$ cat src/wdc_pkg.sv
// package: register map, field layout and timing constants of the watchdog control block
package wdc_pkg;

  // register byte addresses
  localparam logic [31:0] WDC_CTRL_ADDR = 32'h0000_003c;
  localparam logic [31:0] WDC_SERVICE_ADDR = 32'h0000_0040;
  localparam logic [31:0] WDC_CONFIG_ADDR = 32'h0000_0044;
  localparam logic [31:0] WDC_STATUS_ADDR = 32'h0000_0048;
  localparam logic [31:0] WDC_MASK_ADDR = 32'h0000_004c;
  localparam logic [31:0] WDC_COUNT_ADDR = 32'h0000_0050;

  // watchdog_control_register fields
  localparam int WDC_WINDOW_POS = 7;
  localparam int WDC_STOPDBG_POS = 6;
  localparam int WDC_WRMASK_POS = 5;
  localparam int WDC_RATE_LSB = 0;
  localparam int WDC_RATE_W = 3;

  // configuration register fields
  localparam int WDC_CLKSEL_POS = 0;
  localparam int WDC_PSTOP_POS = 1;
  localparam int WDC_PCE_POS = 2;

  // status and mask fields
  localparam int WDC_ST_TIMEOUT = 0;
  localparam int WDC_ST_WINDOW = 1;
  localparam int WDC_ST_BADSEQ = 2;
  localparam int WDC_ST_SERVICED = 3;
  localparam int WDC_ST_W = 4;

  // reset values before the flash load
  localparam logic WDC_WINDOW_RST = 1'b0;
  localparam logic WDC_STOPDBG_RST = 1'b0;
  localparam logic [2:0] WDC_RATE_RST = 3'h0;
  localparam logic [2:0] WDC_CONFIG_RST = 3'h0;
  localparam logic [3:0] WDC_MASK_RST = 4'h0;

  // rates and service sequence
  localparam logic [2:0] WDC_RATE_OFF = 3'h0;
  localparam logic [4:0] WDC_EXP_LONGEST = 5'h18;
  localparam logic [34:0] WDC_EXP_TABLE = {5'h18, 5'h17, 5'h16, 5'h14, 5'h12, 5'h10, 5'h0e};
  localparam logic [7:0] WDC_SVC_ARM = 8'h55;
  localparam logic [7:0] WDC_SVC_FIRE = 8'haa;
  localparam int WDC_CNT_W = 25;

  typedef enum logic [0:0] {WDC_SVC_IDLE, WDC_SVC_ARMED} wdc_svc_t;

  typedef struct packed {
    logic window;
    logic stop_in_debug;
    logic [2:0] rate;
  } wdc_ctrl_t;

  typedef struct packed {
    logic [2:0] sync1;
    logic [2:0] sync2;
    logic [1:0] sync3;
    logic loaded;
    logic written_once;
    wdc_ctrl_t ctrl;
    logic [2:0] config_bits;
    logic [WDC_ST_W-1:0] status;
    logic [WDC_ST_W-1:0] mask;
    wdc_svc_t svc;
    logic [WDC_CNT_W-1:0] count;
    logic [31:0] prdata;
    logic pready;
    logic pslverr;
    logic sys_reset;
    logic freeze;
    logic irq;
  } wdc_state_t;

endpackage

$ cat src/wdc_top.sv
// watchdog control: control register, rates, window servicing and timeout reset
//
// Behaviour
// - special mode any write; normal only sets
// - normal mode window/rate written once, unmasked
// - special mode window/rate unmasked writes always
// - rate zero or window zero keeps value
// - write mask discards, no write-once use
// - load from flash; nonzero rate starts
// - clock-select change or oscillator loss restarts
// - normal restart on rate, window, debug-stop set
// - special mode any control write restarts
// - window mode: early service causes reset
// - first value repeats; second value restarts
// - stop-in-debug halts counters in debug
// - nonzero rate enables; timeout raises reset
// - special debug run: longest, non-windowed
// - rate codes map to listed exponents
// - counter clock from rc or oscillator
// - stop halts unless pseudo-stop with oscillator and PCE set
//
// The implementer's own choice: the APB register port.
`timescale 1ns/10ps
module wdc_top
  import wdc_pkg::*;
#(
  parameter int unsigned EXP_SHRINK = 0
) (
  // clock and reset
  input wire logic CLK,
  input wire logic RESET_N,
  // apb slave
  input wire logic PSEL,
  input wire logic PENABLE,
  input wire logic PWRITE,
  input wire logic [31:0] PADDR,
  input wire logic [31:0] PWDATA,
  output logic [31:0] PRDATA,
  output logic PREADY,
  output logic PSLVERR,
  // device modes, same clock
  input wire logic SPECIAL_MODE,
  input wire logic DEBUG_ACTIVE,
  input wire logic STOP_MODE,
  // flash defaults, valid when reset releases
  input wire logic FLASH_WINDOW,
  input wire logic [2:0] FLASH_RATE,
  // asynchronous pins
  input wire logic OSC_GOOD,
  input wire logic RC_CLK_IN,
  input wire logic OSC_CLK_IN,
  // results
  output logic WATCHDOG_RESET,
  output logic TIMER_FREEZE,
  output logic IRQ
);

  function automatic logic addr_mapped(input logic [31:0] a);
    addr_mapped = (a == WDC_CTRL_ADDR) || (a == WDC_SERVICE_ADDR) || (a == WDC_CONFIG_ADDR) ||
                  (a == WDC_STATUS_ADDR) || (a == WDC_MASK_ADDR) || (a == WDC_COUNT_ADDR);
  endfunction

  function automatic logic [4:0] rate_exp(input logic [2:0] r);
    // rate zero never counts; keep the index in range anyway
    if (r == WDC_RATE_OFF) begin
      rate_exp = WDC_EXP_LONGEST;
    end else begin
      rate_exp = WDC_EXP_TABLE[5*(r-3'h1) +: 5];
    end
  endfunction

  wdc_state_t s;
  wdc_state_t s_n;

  logic setup;
  logic wr;
  logic [7:0] d;
  logic restart;
  logic rc_tick;
  logic osc_tick;
  logic osc_good;
  logic tick;
  logic enabled;
  logic override;
  logic halt;
  logic [4:0] exp_eff;
  logic [WDC_CNT_W-1:0] period;
  logic [WDC_CNT_W-1:0] open_at;
  logic [WDC_ST_W-1:0] st_set;
  logic [WDC_ST_W-1:0] st_clr;
  logic early;

  always_comb begin
    s_n = s;
    restart = 1'b0;
    st_set = '0;
    st_clr = '0;
    // pins pass two flops; the third only feeds edge detection
    s_n.sync1 = {OSC_GOOD, OSC_CLK_IN, RC_CLK_IN};
    s_n.sync2 = s.sync1;
    s_n.sync3 = s.sync2[1:0];
    rc_tick = s.sync2[0] & ~s.sync3[0];
    osc_tick = s.sync2[1] & ~s.sync3[1];
    osc_good = s.sync2[2];
    tick = s.config_bits[WDC_CLKSEL_POS] ? osc_tick : rc_tick;

    enabled = (s.ctrl.rate != WDC_RATE_OFF);
    override = enabled && DEBUG_ACTIVE && !s.ctrl.stop_in_debug && SPECIAL_MODE;
    exp_eff = override ? WDC_EXP_LONGEST : rate_exp(s.ctrl.rate);
    exp_eff = exp_eff - 5'(EXP_SHRINK);
    period = WDC_CNT_W'(1) << exp_eff;
    open_at = period - (period >> 2);
    early = s.ctrl.window && !override && (s.count < open_at);
    // counters freeze in debug with stop-in-debug set, or in stop unless pseudo-stop on oscillator with PCE set
    halt = (DEBUG_ACTIVE && s.ctrl.stop_in_debug) ||
           (STOP_MODE && !(s.config_bits[WDC_PSTOP_POS] && s.config_bits[WDC_CLKSEL_POS] &&
                           s.config_bits[WDC_PCE_POS]));

    // apb: zero wait, answer prepared in the setup cycle
    setup = PSEL && !PENABLE;
    wr = PSEL && PENABLE && PWRITE && s.pready;
    d = PWDATA[7:0];
    s_n.pready = setup;
    s_n.pslverr = setup && !addr_mapped(PADDR);
    s_n.prdata = '0;
    if (setup && !PWRITE) begin
      case (PADDR)
        WDC_CTRL_ADDR: begin
          s_n.prdata[WDC_WINDOW_POS] = s.ctrl.window;
          s_n.prdata[WDC_STOPDBG_POS] = s.ctrl.stop_in_debug;
          s_n.prdata[WDC_RATE_LSB +: WDC_RATE_W] = s.ctrl.rate;
        end
        WDC_CONFIG_ADDR: s_n.prdata[2:0] = s.config_bits;
        WDC_STATUS_ADDR: s_n.prdata[WDC_ST_W-1:0] = s.status;
        WDC_MASK_ADDR: s_n.prdata[WDC_ST_W-1:0] = s.mask;
        WDC_COUNT_ADDR: s_n.prdata[WDC_CNT_W-1:0] = s.count;
        default: s_n.prdata = '0;
      endcase
    end

    // one-time load of flash defaults after reset release
    if (!s.loaded) begin
      s_n.loaded = 1'b1;
      s_n.ctrl.window = FLASH_WINDOW;
      s_n.ctrl.rate = FLASH_RATE;
      restart = 1'b1;
    end

    if (wr && PADDR == WDC_CTRL_ADDR) begin
      if (SPECIAL_MODE) begin
        s_n.ctrl.stop_in_debug = d[WDC_STOPDBG_POS];
        restart = 1'b1;
      end else if (d[WDC_STOPDBG_POS]) begin
        s_n.ctrl.stop_in_debug = 1'b1;
        if (!s.ctrl.stop_in_debug) begin
          restart = 1'b1;
        end
      end
      // write mask drops the field write and keeps the allowance
      if (!d[WDC_WRMASK_POS] && (SPECIAL_MODE || !s.written_once)) begin
        s_n.written_once = !SPECIAL_MODE || s.written_once;
        if (d[WDC_RATE_LSB +: WDC_RATE_W] != WDC_RATE_OFF) begin
          s_n.ctrl.rate = d[WDC_RATE_LSB +: WDC_RATE_W];
          restart = 1'b1;
        end
        if (d[WDC_WINDOW_POS]) begin
          s_n.ctrl.window = 1'b1;
          restart = 1'b1;
        end
      end
    end

    if (wr && PADDR == WDC_CONFIG_ADDR) begin
      s_n.config_bits = d[2:0];
      if (d[WDC_CLKSEL_POS] != s.config_bits[WDC_CLKSEL_POS]) begin
        restart = 1'b1;
      end
    end
    // losing the oscillator falls back to the rc clock
    if (!osc_good && s_n.config_bits[WDC_CLKSEL_POS]) begin
      s_n.config_bits[WDC_CLKSEL_POS] = 1'b0;
      restart = 1'b1;
    end

    if (wr && PADDR == WDC_MASK_ADDR) begin
      s_n.mask = d[WDC_ST_W-1:0];
    end
    if (wr && PADDR == WDC_STATUS_ADDR) begin
      st_clr = d[WDC_ST_W-1:0];
    end

    // service sequence
    if (wr && PADDR == WDC_SERVICE_ADDR && enabled) begin
      if (early) begin
        st_set[WDC_ST_WINDOW] = 1'b1;
      end else begin
        case (s.svc)
          WDC_SVC_IDLE: begin
            if (d == WDC_SVC_ARM) begin
              s_n.svc = WDC_SVC_ARMED;
            end else begin
              st_set[WDC_ST_BADSEQ] = 1'b1;
            end
          end
          WDC_SVC_ARMED: begin
            if (d == WDC_SVC_FIRE) begin
              restart = 1'b1;
              st_set[WDC_ST_SERVICED] = 1'b1;
            end else if (d != WDC_SVC_ARM) begin
              st_set[WDC_ST_BADSEQ] = 1'b1;
            end
          end
          default: s_n.svc = WDC_SVC_IDLE;
        endcase
      end
    end

    // counter
    if (restart) begin
      s_n.count = '0;
      s_n.svc = WDC_SVC_IDLE;
    end else if (enabled && tick && !halt) begin
      if (s.count == period - WDC_CNT_W'(1)) begin
        st_set[WDC_ST_TIMEOUT] = 1'b1;
        s_n.count = '0;
      end else begin
        s_n.count = s.count + WDC_CNT_W'(1);
      end
    end

    // any reset cause holds the system reset until the device is reset
    if (st_set[WDC_ST_TIMEOUT] || st_set[WDC_ST_WINDOW] || st_set[WDC_ST_BADSEQ]) begin
      s_n.sys_reset = 1'b1;
    end
    // a new event wins over a same-cycle clear
    s_n.status = (s.status & ~st_clr) | st_set;
    s_n.irq = |(s_n.status & s_n.mask);
    s_n.freeze = DEBUG_ACTIVE && s_n.ctrl.stop_in_debug;
  end

  always_ff @(posedge CLK or negedge RESET_N) begin
    if (!RESET_N) begin
      s <= '{sync1: 3'h0, sync2: 3'h0, sync3: 2'h0, loaded: 1'b0, written_once: 1'b0,
             ctrl: '{window: WDC_WINDOW_RST, stop_in_debug: WDC_STOPDBG_RST, rate: WDC_RATE_RST},
             config_bits: WDC_CONFIG_RST, status: 4'h0, mask: WDC_MASK_RST, svc: WDC_SVC_IDLE,
             count: 25'h000_0000, prdata: 32'h0000_0000, pready: 1'b0, pslverr: 1'b0,
             sys_reset: 1'b0, freeze: 1'b0, irq: 1'b0};
    end else begin
      s <= s_n;
    end
  end

  assign PRDATA = s.prdata;
  assign PREADY = s.pready;
  assign PSLVERR = s.pslverr;
  assign WATCHDOG_RESET = s.sys_reset;
  assign TIMER_FREEZE = s.freeze;
  assign IRQ = s.irq;

endmodule

$ cat config.mk
export PLATFORM = sky130hd
export DESIGN_NAME = wdc_top
export DESIGN_NICKNAME = d
export VERILOG_FILES = /design/src/wdc_pkg.sv /design/src/wdc_top.sv
export SDC_FILE = /design/constraint.sdc
export NUM_CORES = 1
export LEC_CHECK = 0
export BUFFER_PORTS_ARGS = -buffer_cell sky130_fd_sc_hd__buf_2
export CAP_MARGIN = 20
export CORE_MARGIN = 2
export CORE_UTILIZATION = 35
export CTS_CLUSTER_SIZE = 20
export DETAILED_ROUTE_END_ITERATION = 8
export HOLD_SLACK_MARGIN = 0.06
export SYNTH_ARGS = -nofsm -noshare
export SYNTH_HDL_FRONTEND = slang
export SYNTH_SLANG_ARGS = --single-unit
$ cat constraint.sdc
create_clock -name CLK -period 14.9 [get_ports CLK]
set_input_delay 2.98 -clock CLK [delete_from_list [all_inputs] [get_ports CLK]]
set_output_delay 2.98 -clock CLK [all_outputs]
set_load 0.005 [all_outputs]
==> run_results.csv <==
group,metric,value,unit
synthesis,synth_adder_area_share,9.646,%
power_and_ir_drop,pwr-share-comb,56.9,%
timing,finClkSkew,12.75,ps
routing,drcViolationCount,0,
worst_setup_path,reg2reg_slack,4850,ps
grt,grt_max_degree,68,
grt,grt.overflow.total,0,
finish,areaGrowthSynthToFinish,10.20,%
worst_setup_path,ff2ff_path_depth,35,
worst_hold_path,hold_end,"s[83]",
floorplanning,pin_count,116,
run,drv_cap,0,
placed_design,portBuffers,84,
worst_setup_path,cp_max_fo,49,
power_and_ir_drop,pwr_density_cell,138.4,mW/mm^2
grt,grtUsageTotal,19.82,%
floorplanning,start_util,35.40,%
power_and_ir_drop,total_leakage_power,3.862,nW
placed_design,dp_hpwl,16740,um
finish,num_antenna_cells,0,
worst_setup_path,cp-end-kind,"flop",
routing,avgRoutedWirePerCell,17.83,um
worst_setup_path,r2r_end,"s[56]",
synthesis,syn_inst,959,
power_and_ir_drop,irDropWorstVdd,0.04967,mV
grt,grt_antenna_before_repair,0,
worst_setup_path,critical_path_required,15170,ps
clock_network,worstSkewPairLatency,360,ps
routing,vias_per_cell,5.672,
grt,grt_pass1_vias,6839,
floorplanning,fp.dieH,152.1,um
clock_network,clk_path_buf_depth,2,
synthesis,synthXorXnorAreaFrac,5.002,%
floorplanning,num_rows,54,
power_and_ir_drop,p_clk_share,23.0,%
worst_hold_path,hold_class,"flop to flop",
timing,slew_headroom,40.33,%
clock_network,post-cts-setup-buffers,0,
clock_network,cts_tree,"yes",
worst_setup_path,startpoint_type,"input port",
worst_setup_path,crit_type,"input port to flop",
worst_setup_path,crit_top_cell,"o21ai_0",
synthesis,synth_top_family_by_area,"simple AND/OR/NAND/NOR gates",
placed_design,post-place-ws,4344,ps
power_and_ir_drop,p_sw_share,42.66,%
clock_network,cts_sinks,82,
synthesis,async_flop_share,100.0,%
worst_hold_path,min_path_cells,0,
clock_network,clkTransAtPathRegs,70,ps
clock_network,cts_inserted_buffers,9,
finish,nets,1124,
timing,finalSetupViolCount,0,
power_and_ir_drop,intPower,671.7,uW
floorplanning,die_w,152.1,um
timing,fmax,0.09707,GHz
routing,drt_iter0_markers,664,
timing,finalCritPeriodShare,69.14,%
synthesis,yosys.area_share.simple,26.51,%
worst_setup_path,arrival,10570,ps
grt,use_met1,28.11,%
clock_network,h-tree-depth,3,
status,outcome,"completed",
clock_network,cts_hold_buf,0,
synthesis,synth_compound_area_share,21.87,%
worst_hold_path,min_from,"s[86]",
floorplanning,core-area,0.02169,mm^2
power_and_ir_drop,p_seq_share,20.2,%
timing,tns,0,ps
finish,drive_above_1_share,14.62,%
worst_setup_path,max_stage_delay,780,ps
timing,drv_slew,0,
timing,period_needed,10300,ps
finish,post-route-util,39.02,%
clock_network,cts-resized-gates,0,
synthesis,synthDistinctLibCells,84,
synthesis,ys_warn_count,0,
grt,use_met2,29.58,%
synthesis,syn_area_per_cell,8.007,um^2
synthesis,synth.cell_area,0.007679,mm^2
timing,grt_setup_unrepaired,"false",
synthesis,seq_area_frac_synth,26.72,%
floorplanning,die-area,0.02314,mm^2
clock_network,cts_root_buf,"clkbuf_16",
timing,tightest_slew,894.5,ps
power_and_ir_drop,switching_power,499.6,uW
grt,grt_pass1_wl,37270,um
synthesis,synth-seq-cells,82,
worst_setup_path,reg2reg_from,"s[74]",
placed_design,place.gp.congestion,0.9485,
synthesis,synth_edf_count,0,
worst_setup_path,critPathSlowestCell,"and2_1",
grt,groute.layer.met3.usage,4.735,%
power_and_ir_drop,finalPower,1.171,mW
synthesis,synth_ff_type,"dfrtp_1",
timing,finalWorstSetupSlack,4598,ps
grt,grt.busiest_layer,"met2",
routing,num_vias,7215,
timing,hold_viol_final,0,
routing,routed_wirelength,22680,um
routing,ant_nets,0,
synthesis,synthMuxAreaShare,2.232,%
routing,drt-pass1-iter-count,5,
## cells in the mapped netlist, drive strengths merged, types with 15 or more instances
cell      n  area share (%)
nand2   121             5.9
dfrtp    82              27
nor2     69             3.5
ha       56             9.1
buf      48             4.3
a21oi    43             2.9
inv      39             1.9
o21ai    36             2.4
clkbuf   35             1.7
nor3     32             2.1
and2     29             2.4
nand3    29             1.9
o211ai   29             2.8
xnor2    28             3.3
and3     27             2.2
a22oi    22             2.2
a21o     17             1.7
xor2     15             1.7
## cells in the final DEF (no fill, tap or decap), drive strengths merged, types with 11 or more instances in the layout
cell / count
nand2: 121
buf: 94
dfrtp: 82
nor2: 69
ha: 56
a21oi: 43
inv: 43
o21ai: 36
nor3: 32
o211ai: 29
nand3: 29
and2: 29
xnor2: 28
and3: 27
a22oi: 22
a21o: 17
xor2: 15
nand2b: 14
a31oi: 11
nor4: 11
## state kept, by name, indices dropped and copies added, names as in the netlist
register / count
s: 51
PRDATA: 25
IRQ: 1
PREADY: 1
PSLVERR: 1
TIMER_FREEZE: 1
WATCHDOG_RESET: 1
osc_good: 1
## metrics by stage
step | hold slack (ps) | cell area, um^2 | std cells
global placement | 332.5 | 8109 | 1256
CTS | 344.5 | 8462 | 1272
detailed placement | 335.6 | 8109 | 1256
floorplan | 331.2 | 7701 | 965
finish | 344.2 | 8462 | 1272
global route | 343.2 | 8462 | 1272
## worst max-delay path by stage
stage,from,endpoint,slack (ps),depth (start not counted)
floorplan,DEBUG_ACTIVE,s[45],6300,30
global placement,SPECIAL_MODE,s[57],4500,29
detailed placement,SPECIAL_MODE,s[56],4340,29
CTS,SPECIAL_MODE,s[56],4690,29
global route,DEBUG_ACTIVE,s[43],4020,29
finish,DEBUG_ACTIVE,s[56],4600,29
## critical path: cells and delay by family
family | cells | cell delay (ps)
compound gates | 16 | 3740
buf+inv | 2 | 530
fa+ha+maj | 2 | 590
xor+xnor | 1 | 170
simple gates | 8 | 2500
## final cells by class
type | count | area (um^2)
inverters | 39 | 146.4
multi-input cells | 761 | 5062
well taps | 280 | 350.3
clock buffers | 9 | 225.2
flip-flops and latches | 82 | 2052
repair buffers | 94 | 498.0
clock inverters | 7 | 127.6
fillers | 2202 | 13230
## power groups by stage
stage / Combinational, mW / Sequential (mW) / Clock [mW]
3_3_place_gp: 0.653 / 0.241 / 0
2_1_floorplan: 0.519 / 0.233 / 0
6_report: 0.666 / 0.236 / 0.269
5_1_grt: 0.748 / 0.237 / 0.285
4_1_cts: 0.662 / 0.236 / 0.277
3_5_place_dp: 0.657 / 0.241 / 0
## kinds of logic after synthesis
| kind of cell | after synthesis |
|---|---|
| buffers and inverters | 122 |
| other | 2 |
| AND/OR/NAND/NOR | 398 |
| adder cells (fa/ha/maj) | 58 |
| multiplexers | 16 |
| AO/OA/AOI/OAI | 238 |
| XOR/XNOR | 43 |
| flip-flops | 82 |
## routing by layer
metal  wire length (um)  vias up  share of wire, %
met4                586        0               2.6
met1              10530     3419                46
met5                  0        -                 0
met2               9926      254                44
li1                   -     3503                 -
met3               1636       39               7.2
No activity file was read; power rests on OpenSTA's default activity.
